$ cat src/logic/mic_pkg.sv
// ====================================================================
// shared constants of the interrupt control block
package mic_pkg;
	// ================================================================
	// register byte offsets on the apb bus
	localparam logic [7:0] OFS_IRQ_CONTROL = 8'h00;
	localparam logic [7:0] OFS_PERIPH_FLAG_ONE = 8'h04;
	localparam logic [7:0] OFS_PERIPH_FLAG_TWO = 8'h08;
	localparam logic [7:0] OFS_PERIPH_MASK_ONE = 8'h0c;
	localparam logic [7:0] OFS_PERIPH_MASK_TWO = 8'h10;
	localparam logic [7:0] OFS_OPTION = 8'h14;
	localparam logic [7:0] OFS_CORE_STATUS = 8'h18;

	// ================================================================
	// irq_control_reg bit positions
	localparam int BIT_GLOBAL_EN = 7;
	localparam int BIT_PERIPH_EN = 6;
	localparam int BIT_TIMER_EN = 5;
	localparam int BIT_EXT_EN = 4;
	localparam int BIT_PORT_EN = 3;
	localparam int BIT_TIMER_FLAG = 2;
	localparam int BIT_EXT_FLAG = 1;
	localparam int BIT_PORT_FLAG = 0;

	// option register: edge select of the external pin
	localparam int BIT_EDGE_SELECT = 6;

	// ================================================================
	// widths and reset values
	localparam int PF1_W = 7;
	localparam int PF2_W = 1;
	localparam int PORT_W = 4;
	localparam logic [7:0] RST_IRQ_CONTROL = 8'h00;
	localparam logic [7:0] RST_OPTION = 8'hff;
	localparam logic [7:0] TIMER_ALL_ONES = 8'hff;
	localparam logic [7:0] TIMER_ZERO = 8'h00;

	// ================================================================
	// core side
	localparam int PC_W = 13;
	localparam logic [12:0] VECTOR_ADDR = 13'h0004;
endpackage : mic_pkg

$ cat src/logic/mic_irq_ctrl.sv
`timescale 1ns/100ps
// How it works
// every flag sets on its event whatever its mask or the global enable.
// global enable at control bit 7 passes unmasked requests or blocks all.
// global enable plus a flag with its mask set vectors at once.
// control register holds one enable bit per core source.
// reset clears the global enable.
// return-from-irq sets the global enable again.
// pin, port-change and timer flags sit in the control register.
// peripheral flags and masks in their own registers, group enable in control.
// on vectoring clear global enable, push return address, load vector 0004.
// software clears flags before re-enabling, or it re-enters at once.
// software polls the flags to find the source of the common vector.
// pin or port events reach the vector in three or four cycles.
// latency does not depend on the length of the current instruction.
// eleven sources combine through flag, mask and global enable.
// a wake from sleep leaves its cause flag set.
// after a wake with enable set, next instruction runs, then the vector.
// an acknowledge while software clears the enable is still serviced.
// software loops clearing and re-testing the enable until it reads clear.
// pin flag sets on rising edge if edge select set, else falling.
// timer rollover from all ones to zero sets the timer flag.
// any change on the four upper port pins sets the port flag, bit 0.
// request is enable AND (enabled core flags OR group AND peripheral ones).
module mic_irq_ctrl #(
	parameter int PF1 = mic_pkg::PF1_W,
	parameter int PF2 = mic_pkg::PF2_W
) (
	// clock and reset
	input wire logic pclk,
	input wire logic presetn,
	// apb slave
	input wire logic psel,
	input wire logic penable,
	input wire logic pwrite,
	input wire logic [7:0] paddr,
	input wire logic [31:0] pwdata,
	output logic [31:0] prdata,
	output logic pready,
	output logic pslverr,
	// event sources
	input wire logic external_irq_pin,
	input wire logic [mic_pkg::PORT_W-1:0] port_upper_pins,
	input wire logic [7:0] timer_zero,
	input wire logic [PF1-1:0] periph_event_one,
	input wire logic [PF2-1:0] periph_event_two,
	// processor core
	input wire logic core_sleeping,
	input wire logic core_instr_done,
	input wire logic core_return_from_irq,
	output logic core_vector,
	output logic core_push_return,
	output logic [mic_pkg::PC_W-1:0] core_vector_addr,
	output logic core_wake
);
	// ================================================================
	// state
	logic [7:0] irq_control_reg_q;
	logic [PF1-1:0] periph_flag_reg_one_q;
	logic [PF2-1:0] periph_flag_reg_two_q;
	logic [PF1-1:0] periph_mask_reg_one_q;
	logic [PF2-1:0] periph_mask_reg_two_q;
	logic [7:0] option_q;
	logic [7:0] timer_prev_q;
	logic post_wake_q;
	logic sleep_prev_q;
	logic vector_q;
	logic wake_q;
	logic [31:0] rdata_q;
	logic slverr_q;

	logic ext_sync;
	logic ext_prev;
	logic [mic_pkg::PORT_W-1:0] port_sync;
	logic [mic_pkg::PORT_W-1:0] port_prev;

	// ================================================================
	// pin synchronisers
	mic_sync #(.W(1)) u_ext_sync (
		.pclk(pclk),
		.presetn(presetn),
		.async_in(external_irq_pin),
		.sync_q(ext_sync),
		.prev_q(ext_prev)
	);

	mic_sync #(.W(mic_pkg::PORT_W)) u_port_sync (
		.pclk(pclk),
		.presetn(presetn),
		.async_in(port_upper_pins),
		.sync_q(port_sync),
		.prev_q(port_prev)
	);

	// ================================================================
	// event detection
	logic ext_edge_select;
	logic ext_event;
	logic port_change_event;
	logic timer_zero_overflow_event;

	assign ext_edge_select = option_q[mic_pkg::BIT_EDGE_SELECT];
	assign ext_event = ext_edge_select ? (ext_sync & ~ext_prev)
		: (~ext_sync & ext_prev);
	assign port_change_event = |(port_sync ^ port_prev);
	assign timer_zero_overflow_event = (timer_prev_q == mic_pkg::TIMER_ALL_ONES)
		&& (timer_zero == mic_pkg::TIMER_ZERO);

	always_ff @(posedge pclk or negedge presetn) begin
		if (!presetn) begin
			timer_prev_q <= mic_pkg::TIMER_ZERO;
		end else begin
			timer_prev_q <= timer_zero;
		end
	end

	// ================================================================
	// apb decode
	logic wr_en;
	logic rd_setup;
	logic mapped;

	assign wr_en = psel & penable & pwrite;
	assign rd_setup = psel & ~penable;
	always_comb begin
		unique case (paddr)
			mic_pkg::OFS_IRQ_CONTROL,
			mic_pkg::OFS_PERIPH_FLAG_ONE,
			mic_pkg::OFS_PERIPH_FLAG_TWO,
			mic_pkg::OFS_PERIPH_MASK_ONE,
			mic_pkg::OFS_PERIPH_MASK_TWO,
			mic_pkg::OFS_OPTION,
			mic_pkg::OFS_CORE_STATUS: mapped = 1'b1;
			default: mapped = 1'b0;
		endcase
	end

	// zero wait states: read data is caught in the setup cycle
	assign pready = 1'b1;
	assign prdata = rdata_q;
	assign pslverr = slverr_q;

	// ================================================================
	// request combine
	logic [2:0] core_flags;
	logic [2:0] core_masks;
	logic periph_pending;
	logic enabled_pending;
	logic irq_req;

	assign core_flags = {irq_control_reg_q[mic_pkg::BIT_TIMER_FLAG],
		irq_control_reg_q[mic_pkg::BIT_EXT_FLAG],
		irq_control_reg_q[mic_pkg::BIT_PORT_FLAG]};
	assign core_masks = {irq_control_reg_q[mic_pkg::BIT_TIMER_EN],
		irq_control_reg_q[mic_pkg::BIT_EXT_EN],
		irq_control_reg_q[mic_pkg::BIT_PORT_EN]};
	assign periph_pending = irq_control_reg_q[mic_pkg::BIT_PERIPH_EN]
		& (|(periph_flag_reg_one_q & periph_mask_reg_one_q)
		| |(periph_flag_reg_two_q & periph_mask_reg_two_q));
	assign enabled_pending = |(core_flags & core_masks) | periph_pending;
	assign irq_req = irq_control_reg_q[mic_pkg::BIT_GLOBAL_EN]
		& enabled_pending;

	// vectoring waits out sleep, the instruction after a wake and the cycle of a vector only;
	// the length of the running instruction is never looked at;
	// the cycle in which sleep ends is refused too, or the vector would
	// beat the instruction that follows the sleep
	logic take;
	assign take = irq_req & ~vector_q & ~core_sleeping & ~sleep_prev_q
		& ~post_wake_q;

	// ================================================================
	// control register: flags and enables
	logic [7:0] ctrl_d;
	always_comb begin
		ctrl_d = irq_control_reg_q;
		if (wr_en && paddr == mic_pkg::OFS_IRQ_CONTROL) begin
			ctrl_d = pwdata[7:0];
		end
		if (core_return_from_irq) begin
			ctrl_d[mic_pkg::BIT_GLOBAL_EN] = 1'b1;
		end
		if (take) begin
			ctrl_d[mic_pkg::BIT_GLOBAL_EN] = 1'b0;
		end
		// events win over a clearing write in the same cycle
		ctrl_d[mic_pkg::BIT_TIMER_FLAG] = ctrl_d[mic_pkg::BIT_TIMER_FLAG]
			| timer_zero_overflow_event;
		ctrl_d[mic_pkg::BIT_EXT_FLAG] = ctrl_d[mic_pkg::BIT_EXT_FLAG]
			| ext_event;
		ctrl_d[mic_pkg::BIT_PORT_FLAG] = ctrl_d[mic_pkg::BIT_PORT_FLAG]
			| port_change_event;
	end

	always_ff @(posedge pclk or negedge presetn) begin
		if (!presetn) begin
			irq_control_reg_q <= mic_pkg::RST_IRQ_CONTROL;
		end else begin
			irq_control_reg_q <= ctrl_d;
		end
	end

	// ================================================================
	// peripheral flags and masks
	always_ff @(posedge pclk or negedge presetn) begin
		if (!presetn) begin
			periph_flag_reg_one_q <= '0;
			periph_flag_reg_two_q <= '0;
		end else begin
			if (wr_en && paddr == mic_pkg::OFS_PERIPH_FLAG_ONE) begin
				periph_flag_reg_one_q <= pwdata[PF1-1:0]
					| periph_event_one;
			end else begin
				periph_flag_reg_one_q <= periph_flag_reg_one_q
					| periph_event_one;
			end
			if (wr_en && paddr == mic_pkg::OFS_PERIPH_FLAG_TWO) begin
				periph_flag_reg_two_q <= pwdata[PF2-1:0]
					| periph_event_two;
			end else begin
				periph_flag_reg_two_q <= periph_flag_reg_two_q
					| periph_event_two;
			end
		end
	end

	always_ff @(posedge pclk or negedge presetn) begin
		if (!presetn) begin
			periph_mask_reg_one_q <= '0;
			periph_mask_reg_two_q <= '0;
			option_q <= mic_pkg::RST_OPTION;
		end else if (wr_en) begin
			if (paddr == mic_pkg::OFS_PERIPH_MASK_ONE) begin
				periph_mask_reg_one_q <= pwdata[PF1-1:0];
			end
			if (paddr == mic_pkg::OFS_PERIPH_MASK_TWO) begin
				periph_mask_reg_two_q <= pwdata[PF2-1:0];
			end
			if (paddr == mic_pkg::OFS_OPTION) begin
				option_q <= pwdata[7:0];
			end
		end
	end

	// ================================================================
	// core handshake, sleep and wake
	always_ff @(posedge pclk or negedge presetn) begin
		if (!presetn) begin
			vector_q <= 1'b0;
			wake_q <= 1'b0;
			sleep_prev_q <= 1'b0;
			post_wake_q <= 1'b0;
		end else begin
			vector_q <= take;
			// wake needs only an enabled flag, not the global enable
			wake_q <= core_sleeping & enabled_pending;
			sleep_prev_q <= core_sleeping;
			if (sleep_prev_q && !core_sleeping) begin
				post_wake_q <= 1'b1;
			end else if (core_instr_done) begin
				post_wake_q <= 1'b0;
			end
		end
	end

	assign core_vector = vector_q;
	assign core_push_return = vector_q;
	assign core_wake = wake_q;

	always_ff @(posedge pclk or negedge presetn) begin
		if (!presetn) begin
			core_vector_addr <= '0;
		end else if (take) begin
			core_vector_addr <= mic_pkg::VECTOR_ADDR;
		end
	end

	// ================================================================
	// read data
	logic [31:0] rd_mux;
	always_comb begin
		rd_mux = '0;
		unique case (paddr)
			mic_pkg::OFS_IRQ_CONTROL: rd_mux[7:0] = irq_control_reg_q;
			mic_pkg::OFS_PERIPH_FLAG_ONE: rd_mux[PF1-1:0] = periph_flag_reg_one_q;
			mic_pkg::OFS_PERIPH_FLAG_TWO: rd_mux[PF2-1:0] = periph_flag_reg_two_q;
			mic_pkg::OFS_PERIPH_MASK_ONE: rd_mux[PF1-1:0] = periph_mask_reg_one_q;
			mic_pkg::OFS_PERIPH_MASK_TWO: rd_mux[PF2-1:0] = periph_mask_reg_two_q;
			mic_pkg::OFS_OPTION: rd_mux[7:0] = option_q;
			mic_pkg::OFS_CORE_STATUS: rd_mux[2:0] = {post_wake_q, irq_req,
				enabled_pending};
			default: rd_mux = '0;
		endcase
	end

	always_ff @(posedge pclk or negedge presetn) begin
		if (!presetn) begin
			rdata_q <= '0;
			slverr_q <= 1'b0;
		end else if (rd_setup) begin
			rdata_q <= pwrite ? 32'h0000_0000 : rd_mux;
			slverr_q <= ~mapped;
		end
	end
endmodule : mic_irq_ctrl

$ cat src/logic/mic_sync.sv
`timescale 1ns/100ps
// ====================================================================
// two-stage synchroniser with a third stage for edge detection
module mic_sync #(
	parameter int W = 1
) (
	// clock and reset
	input wire logic pclk,
	input wire logic presetn,
	// asynchronous input and synchronised views
	input wire logic [W-1:0] async_in,
	output logic [W-1:0] sync_q,
	output logic [W-1:0] prev_q
);
	logic [W-1:0] meta_q;

	// first stage feeds only the second
	always_ff @(posedge pclk or negedge presetn) begin
		if (!presetn) begin
			meta_q <= '0;
			sync_q <= '0;
			prev_q <= '0;
		end else begin
			meta_q <= async_in;
			sync_q <= meta_q;
			prev_q <= sync_q;
		end
	end
endmodule : mic_sync

$ cat config.mk
export PLATFORM = sky130hd
export DESIGN_NAME = mic_irq_ctrl
export DESIGN_NICKNAME = d
export VERILOG_FILES = /design/src/logic/mic_pkg.sv /design/src/logic/mic_irq_ctrl.sv /design/src/logic/mic_sync.sv
export SDC_FILE = /design/constraint.sdc
export NUM_CORES = 1
export LEC_CHECK = 0
export ABC_AREA = 0
export BUFFER_PORTS_ARGS = -buffer_cell sky130_fd_sc_hd__buf_4
export CELL_PAD_IN_SITES_DETAIL_PLACEMENT = 1
export CELL_PAD_IN_SITES_GLOBAL_PLACEMENT = 1
export CORE_ASPECT_RATIO = 1.75
export CORE_MARGIN = 5
export CORE_UTILIZATION = 42
export CTS_BUF_LIST = sky130_fd_sc_hd__clkbuf_8
export DETAILED_ROUTE_END_ITERATION = 8
export GPL_ROUTABILITY_DRIVEN = 0
export GPL_TIMING_DRIVEN = 0
export PLACE_DENSITY = 0.87
export SLEW_MARGIN = 15
export SYNTH_ARGS = -nofsm -noshare
export SYNTH_HDL_FRONTEND = slang
export SYNTH_SLANG_ARGS = --single-unit
$ cat constraint.sdc
create_clock -name pclk -period 2.65 [get_ports pclk]
set_input_delay 0.265 -clock pclk [delete_from_list [all_inputs] [get_ports pclk]]
set_output_delay 0.265 -clock pclk [all_outputs]
set_load 0.01 [all_outputs]
# Word-level counts from Yosys, hierarchy flattened
# Index checks and enable logic that the tools add are counted.
# classes
n_mux	14
n_eq_ne	7
bitwise	33
n_reduce_logical	17
# ops
operator	count
== test 8 x 5 -> 1 bit, second input constant	3
== test 8 x 4 -> 1 bit, second input constant	2
zero test 8 bit	2
two-way mux 8 bit	2
one-hot mux 4 bit (4 select lines)	1
bitwise OR 7 bit	2
OR reduction 7 bit	2
AND 1 bit	13
one-hot mux 2 bit (5 select lines)	1
== test 8 x 3 -> 1 bit, second input constant	1
== test 8 bit, second input constant	1
NOT 1 bit	8
AND 7 bit	1
two-way mux 1 bit	7
two-way mux 7 bit	1
bitwise OR 1 bit	7
one-hot mux 1 bit (7 select lines)	1
AND reduction 2 bit	3
logical AND 1 bit	5
OR reduction 4 bit	1
XOR 4 bit	1
AND 3 bit	1
nonzero test 3 bit	1
OR reduction 3 bit	1
other kinds (3)	3
# totals
output_inout_bits	50
register_bits	93
in_bits	69

# Logic depth before layout (Yosys ltp)
# logic_depth
depth_word	11
ltp_mapped	6

# By module
# From an unflattened synthesis, not the netlist that was laid out.
# unflattened
hier_cells	275
area_unflattened_um2	3334.4
# modules_own_cells
mod	area_each_um2	seq_area_each_um2	cells_each	n_inst
mic_irq_ctrl	2959.1	1361.3	260	1
mic_sync at u_port_sync	300.3	300.3	12	1
mic_sync at u_ext_sync	75.1	75.1	3	1

# Worst setup path after synthesis
# OpenSTA, ideal clock, no wires.
# synth_path
path_type	input -> register
start	input port paddr[3]
end	register periph_flag_reg_one_q[3]
stages	6
arrival_time_ps	1737
setup_slack_ps	789
path_cell_list	buf_6 > or4b_4 > nor4_4 > buf_6 > nor2b_1 > a211o_1
# synth_between
elab_chain_len	3
# synth_lines
element	line	source
start: declaration	mic_irq_ctrl.sv:36	input wire logic [7:0] paddr,
== test 8 x 3 -> 1 bit	mic_irq_ctrl.sv:210	if (wr_en && paddr == mic_pkg::OFS_PERIPH_FLAG_ONE) begin
logical AND 1 bit	mic_irq_ctrl.sv:210	
two-way mux 7 bit	mic_irq_ctrl.sv:210	
end signal: assignment	mic_irq_ctrl.sv:211	periph_flag_reg_one_q <= pwdata[PF1-1:0]
end signal: assignment	mic_irq_ctrl.sv:214	periph_flag_reg_one_q <= periph_flag_reg_one_q
end: declaration	mic_irq_ctrl.sv:59	logic [PF1-1:0] periph_flag_reg_one_q;
# Every way passes these cells.
# A chain may end at the register's enable or synchronous reset.

# Worst setup path in the final report
# layout_path
start	input port paddr[5]
end	register rdata_q[4], in the netlist prdata[4]
# layout_between
elab_chain_len	3
elab_cells_between_ends	6
classes_between	3 x eq/ne; 2 x mux; 1 x reduce/logical
# layout_lines
element	line	source
== test 8 x 5 -> 1 bit (tied with other cells)	mic_irq_ctrl.sv:283	unique case (paddr)
one-hot mux 4 bit (4 select lines) *	mic_irq_ctrl.sv:283	
two-way mux 8 bit *	mic_irq_ctrl.sv:301	rdata_q <= pwrite ? 32'h0000_0000 : rd_mux;
end signal: assignment	mic_irq_ctrl.sv:301	
end: declaration	mic_irq_ctrl.sv:69	logic [31:0] rdata_q;
# Every way passes the cells marked *; elsewhere a longest branch is shown, timed or not.

==> results.py <==
metrics = {
    "outcome": {
        "outcome": "finished clean",
    },
    "power_and_ir_drop": {
        "p_per_area_mw_per_mm2": 529,
        "p_leak_nw": 1.95,
        "peakVddDrop_mv": 0.319,
        "finalPower_mw": 2.20,
    },
    "clock_network": {
        "worstSkewPairLatency_ps": 350,
        "cts_tree": "done",
        "htreeDepth": 3,
        "clockBufferDepth": 2,
        "post_cts_resize_count": 0,
        "cts-buffers-inserted": 9,
        "cts-root-buf": "clkbuf_8",
        "cts.sink_count": 69,
        "postCtsHoldBufs": 0,
        "postCtsSetupBuffers": 0,
        "clk_pin_slew_worst_paths_ps": 70,
    },
    "sta": {
        "final_max_slew_viol_count": 0,
        "rsz0062_at_grt": "no",
        "tns_ps": 0,
        "worst_pin_slew_ps": 1270,
        "hold_viol": 0,
        "finClkSkew_ps": 7.18,
        "period_share_pct": 75.4,
        "fmax_mhz": 500,
        "setup_viol": 0,
        "fin_crit_ps": 2000,
        "max_slew_margin_pct": 14.6,
    },
    "grt": {
        "grt_overflow_total": 0,
        "track_usage_pct": 18.3,
        "grt_pass1_wl_um": 13900,
        "grt_pass1_vias": 2790,
        "antenna_found_initial": 0,
        "grt_start_max_net_pins": 70,
    },
    "placement": {
        "dp_hpwl_um": 6520,
        "placed_cells": 467,
        "placedInstanceArea_mm2": 0.00398,
        "port_buffers": 56,
    },
    "yosys": {
        "ys_seq_area_share_pct": 52.4,
        "synth_edf_count": 0,
        "synth.distinct_cells": 48,
        "yosysTopAreaCell": "dfrtp_1",
        "synth_area_leaders": "dfrtp_1 (46%), buf_4 (8.6%), mux2_2 (6.8%)",
        "synth_most_common_cell": "dfrtp_1",
        "synthTopCellsByCount": "dfrtp_1 (61), buf_4 (38), mux2_2 (20), nand2_1 (20), a22oi_1 (10)",
        "synth-main-ff-cell": "dfrtp_1",
        "yosysTopAreaCellShare_pct": 46.1,
        "synth_area_mm2": 0.00331,
        "synth_cells": 286,
        "ys_seq_elements": 69,
        "yosys_warnings": 0,
        "syn_area_per_cell_um2": 11.6,
        "synthArstFlopShare_pct": 100,
    },
    "worst_setup_path": {
        "max_stage_delay_ps": 920,
        "critical_path_class": "input port to register",
        "cp_cell_sequence": "buf_4, or3_1, buf_2, nor4_1, a22oi_1, o21ai_0",
        "cp.required_ps": 2910,
        "critPathSlowestCell": "nor4_1",
        "worstPathMaxFanout": 10,
        "setup.worst_path.end_class": "register",
        "critPathLaunchType": "input port",
        "crit_arrival_ps": 2260,
    },
    "cells_and_area": {
        "stdcell_count": 483,
        "num_antenna_cells": 0,
        "final_nets": 457,
        "drive_gt1_share_pct": 36.9,
        "design_area_mm2": 0.00417,
        "areaGrowthSynthToFinish_pct": 25.9,
    },
    "detailed_routing": {
        "via_per_inst": 5.32,
        "vias": 2570,
        "first_iter_violations": 121,
        "finalWirelength_um": 8700,
        "drc": 0,
        "wl_per_cell_um": 18.0,
        "drtAntennaViolNets": 0,
        "firstDrtPassIters": 4,
    },
    "floorplanning": {
        "die_y_um": 127,
        "start_util_pct": 42.5,
        "boundaryPins": 119,
        "die_area_mm2": 0.00983,
        "design.core.area_mm2": 0.00780,
        "die_w_um": 77.1,
        "core.rowCount": 43,
    },
    "job": {
        "cap_violations": 0,
    },
    "worst_hold_path": {
        "hold_path.class": "input port to async pin",
    },
}
cells by family (layout without fill, tap and decap cells):
kind of cell | after synthesis | after routing | share of synthesized area [%]
simple gates | 79 | 79 | 14.9
other cells | 2 | 37 | 0.227
mux | 26 | 26 | 8.61
flops | 69 | 69 | 52.4
buf+inv | 53 | 125 | 10.8
xor+xnor | 5 | 5 | 1.32
compound gates | 52 | 52 | 11.7
final cells by class:
cell class	count	area (um^2)
clock inverters	6	55.1
multi-input cells	199	1350
clock buffers	10	138
well taps	90	113
flip-flops and latches	69	1740
inverters	5	18.8
plain buffers	48	339
fillers	880	3630
repair buffers	56	420
metal layers:
| layer | wire [um] | global-route usage, % | vias to the layer above |
|---|---|---|---|
| met5 | 0 | 0 | - |
| met4 | 525 | 12.1 | 0 |
| met3 | 597 | 5.92 | 36 |
| met2 | 4590 | 31.8 | 118 |
| met1 | 2990 | 18.3 | 1245 |
| li1 | - | - | 1171 |
critical path: cells and delay by family:
kind	cells	cell delay (ps)
compound gates	2	370
buf+inv	2	330
simple gates	2	1290
layout by cell type, fill, tap and decap left out, types with 3 or more instances in the layout:
cell type / netlist / final
a21o_1: 5 / 5
nor4_1: 8 / 8
dfrtp_1: 61 / 61
conb_1: 2 / 37
mux2_2: 20 / 20
nand3b_1: 6 / 6
nor4_4: 3 / 3
nor2b_1: 8 / 8
xor2_1: 4 / 4
a221oi_1: 4 / 4
o21ai_0: 8 / 8
mux2i_1: 6 / 6
clkbuf_8: 0 / 10
inv_1: 5 / 7
a211o_1: 7 / 7
nand3_1: 6 / 6
clkbuf_1: 5 / 5
nor3_1: 5 / 5
nand2b_1: 3 / 3
nor2_1: 5 / 5
nand2_1: 20 / 20
nand4_1: 4 / 4
dfstp_2: 8 / 8
a22oi_1: 10 / 10
o211ai_1: 4 / 4
buf_4: 38 / 94
flip-flops by register name, summed over array words and instances (netlist names), 4 cells and up:
signal and count:
u_port_sync.sync_q 4, option_q 8, u_port_sync.meta_q 4, u_port_sync.prev_q 4
timer_prev_q 8, prdata 8, periph_flag_reg_one_q 7, periph_mask_reg_one_q 7
irq_control_reg_q 8
report_power, final:
group          leakage, nW  switching, mW  internal [mW]
Clock                0.105          0.381          0.450
Sequential           0.810         0.0195           1.09
Combinational         1.04          0.136          0.127
Total                 1.95          0.536           1.67
stage by stage:
step / hold WS, ps / utilization, % / setup slack [ps]
global route: 2.91 / 53.5 / 554
CTS: 7.84 / 53.5 / 666
detailed placement: 336 / 51.0 / 401
finish: 10.7 / 53.5 / 651
floorplan: -30.6 / - / 789
global placement: 334 / 51.0 / 442
final timing paths:
path,from,to,slack [ps],cells past startpoint
max,paddr[5],prdata[4],650,6
min,presetn,u_port_sync.meta_q[3],10,1
max reg2reg,periph_flag_reg_one_q[5],irq_control_reg_q[7],910,4
min reg2reg,u_ext_sync.meta_q,u_ext_sync.sync_q,350,0
max in group asynchronous,presetn,periph_flag_reg_one_q[4],2060,1
min in group pclk,port_upper_pins[3],u_port_sync.meta_q[3],20,1
(Power assumes the default switching activity.)
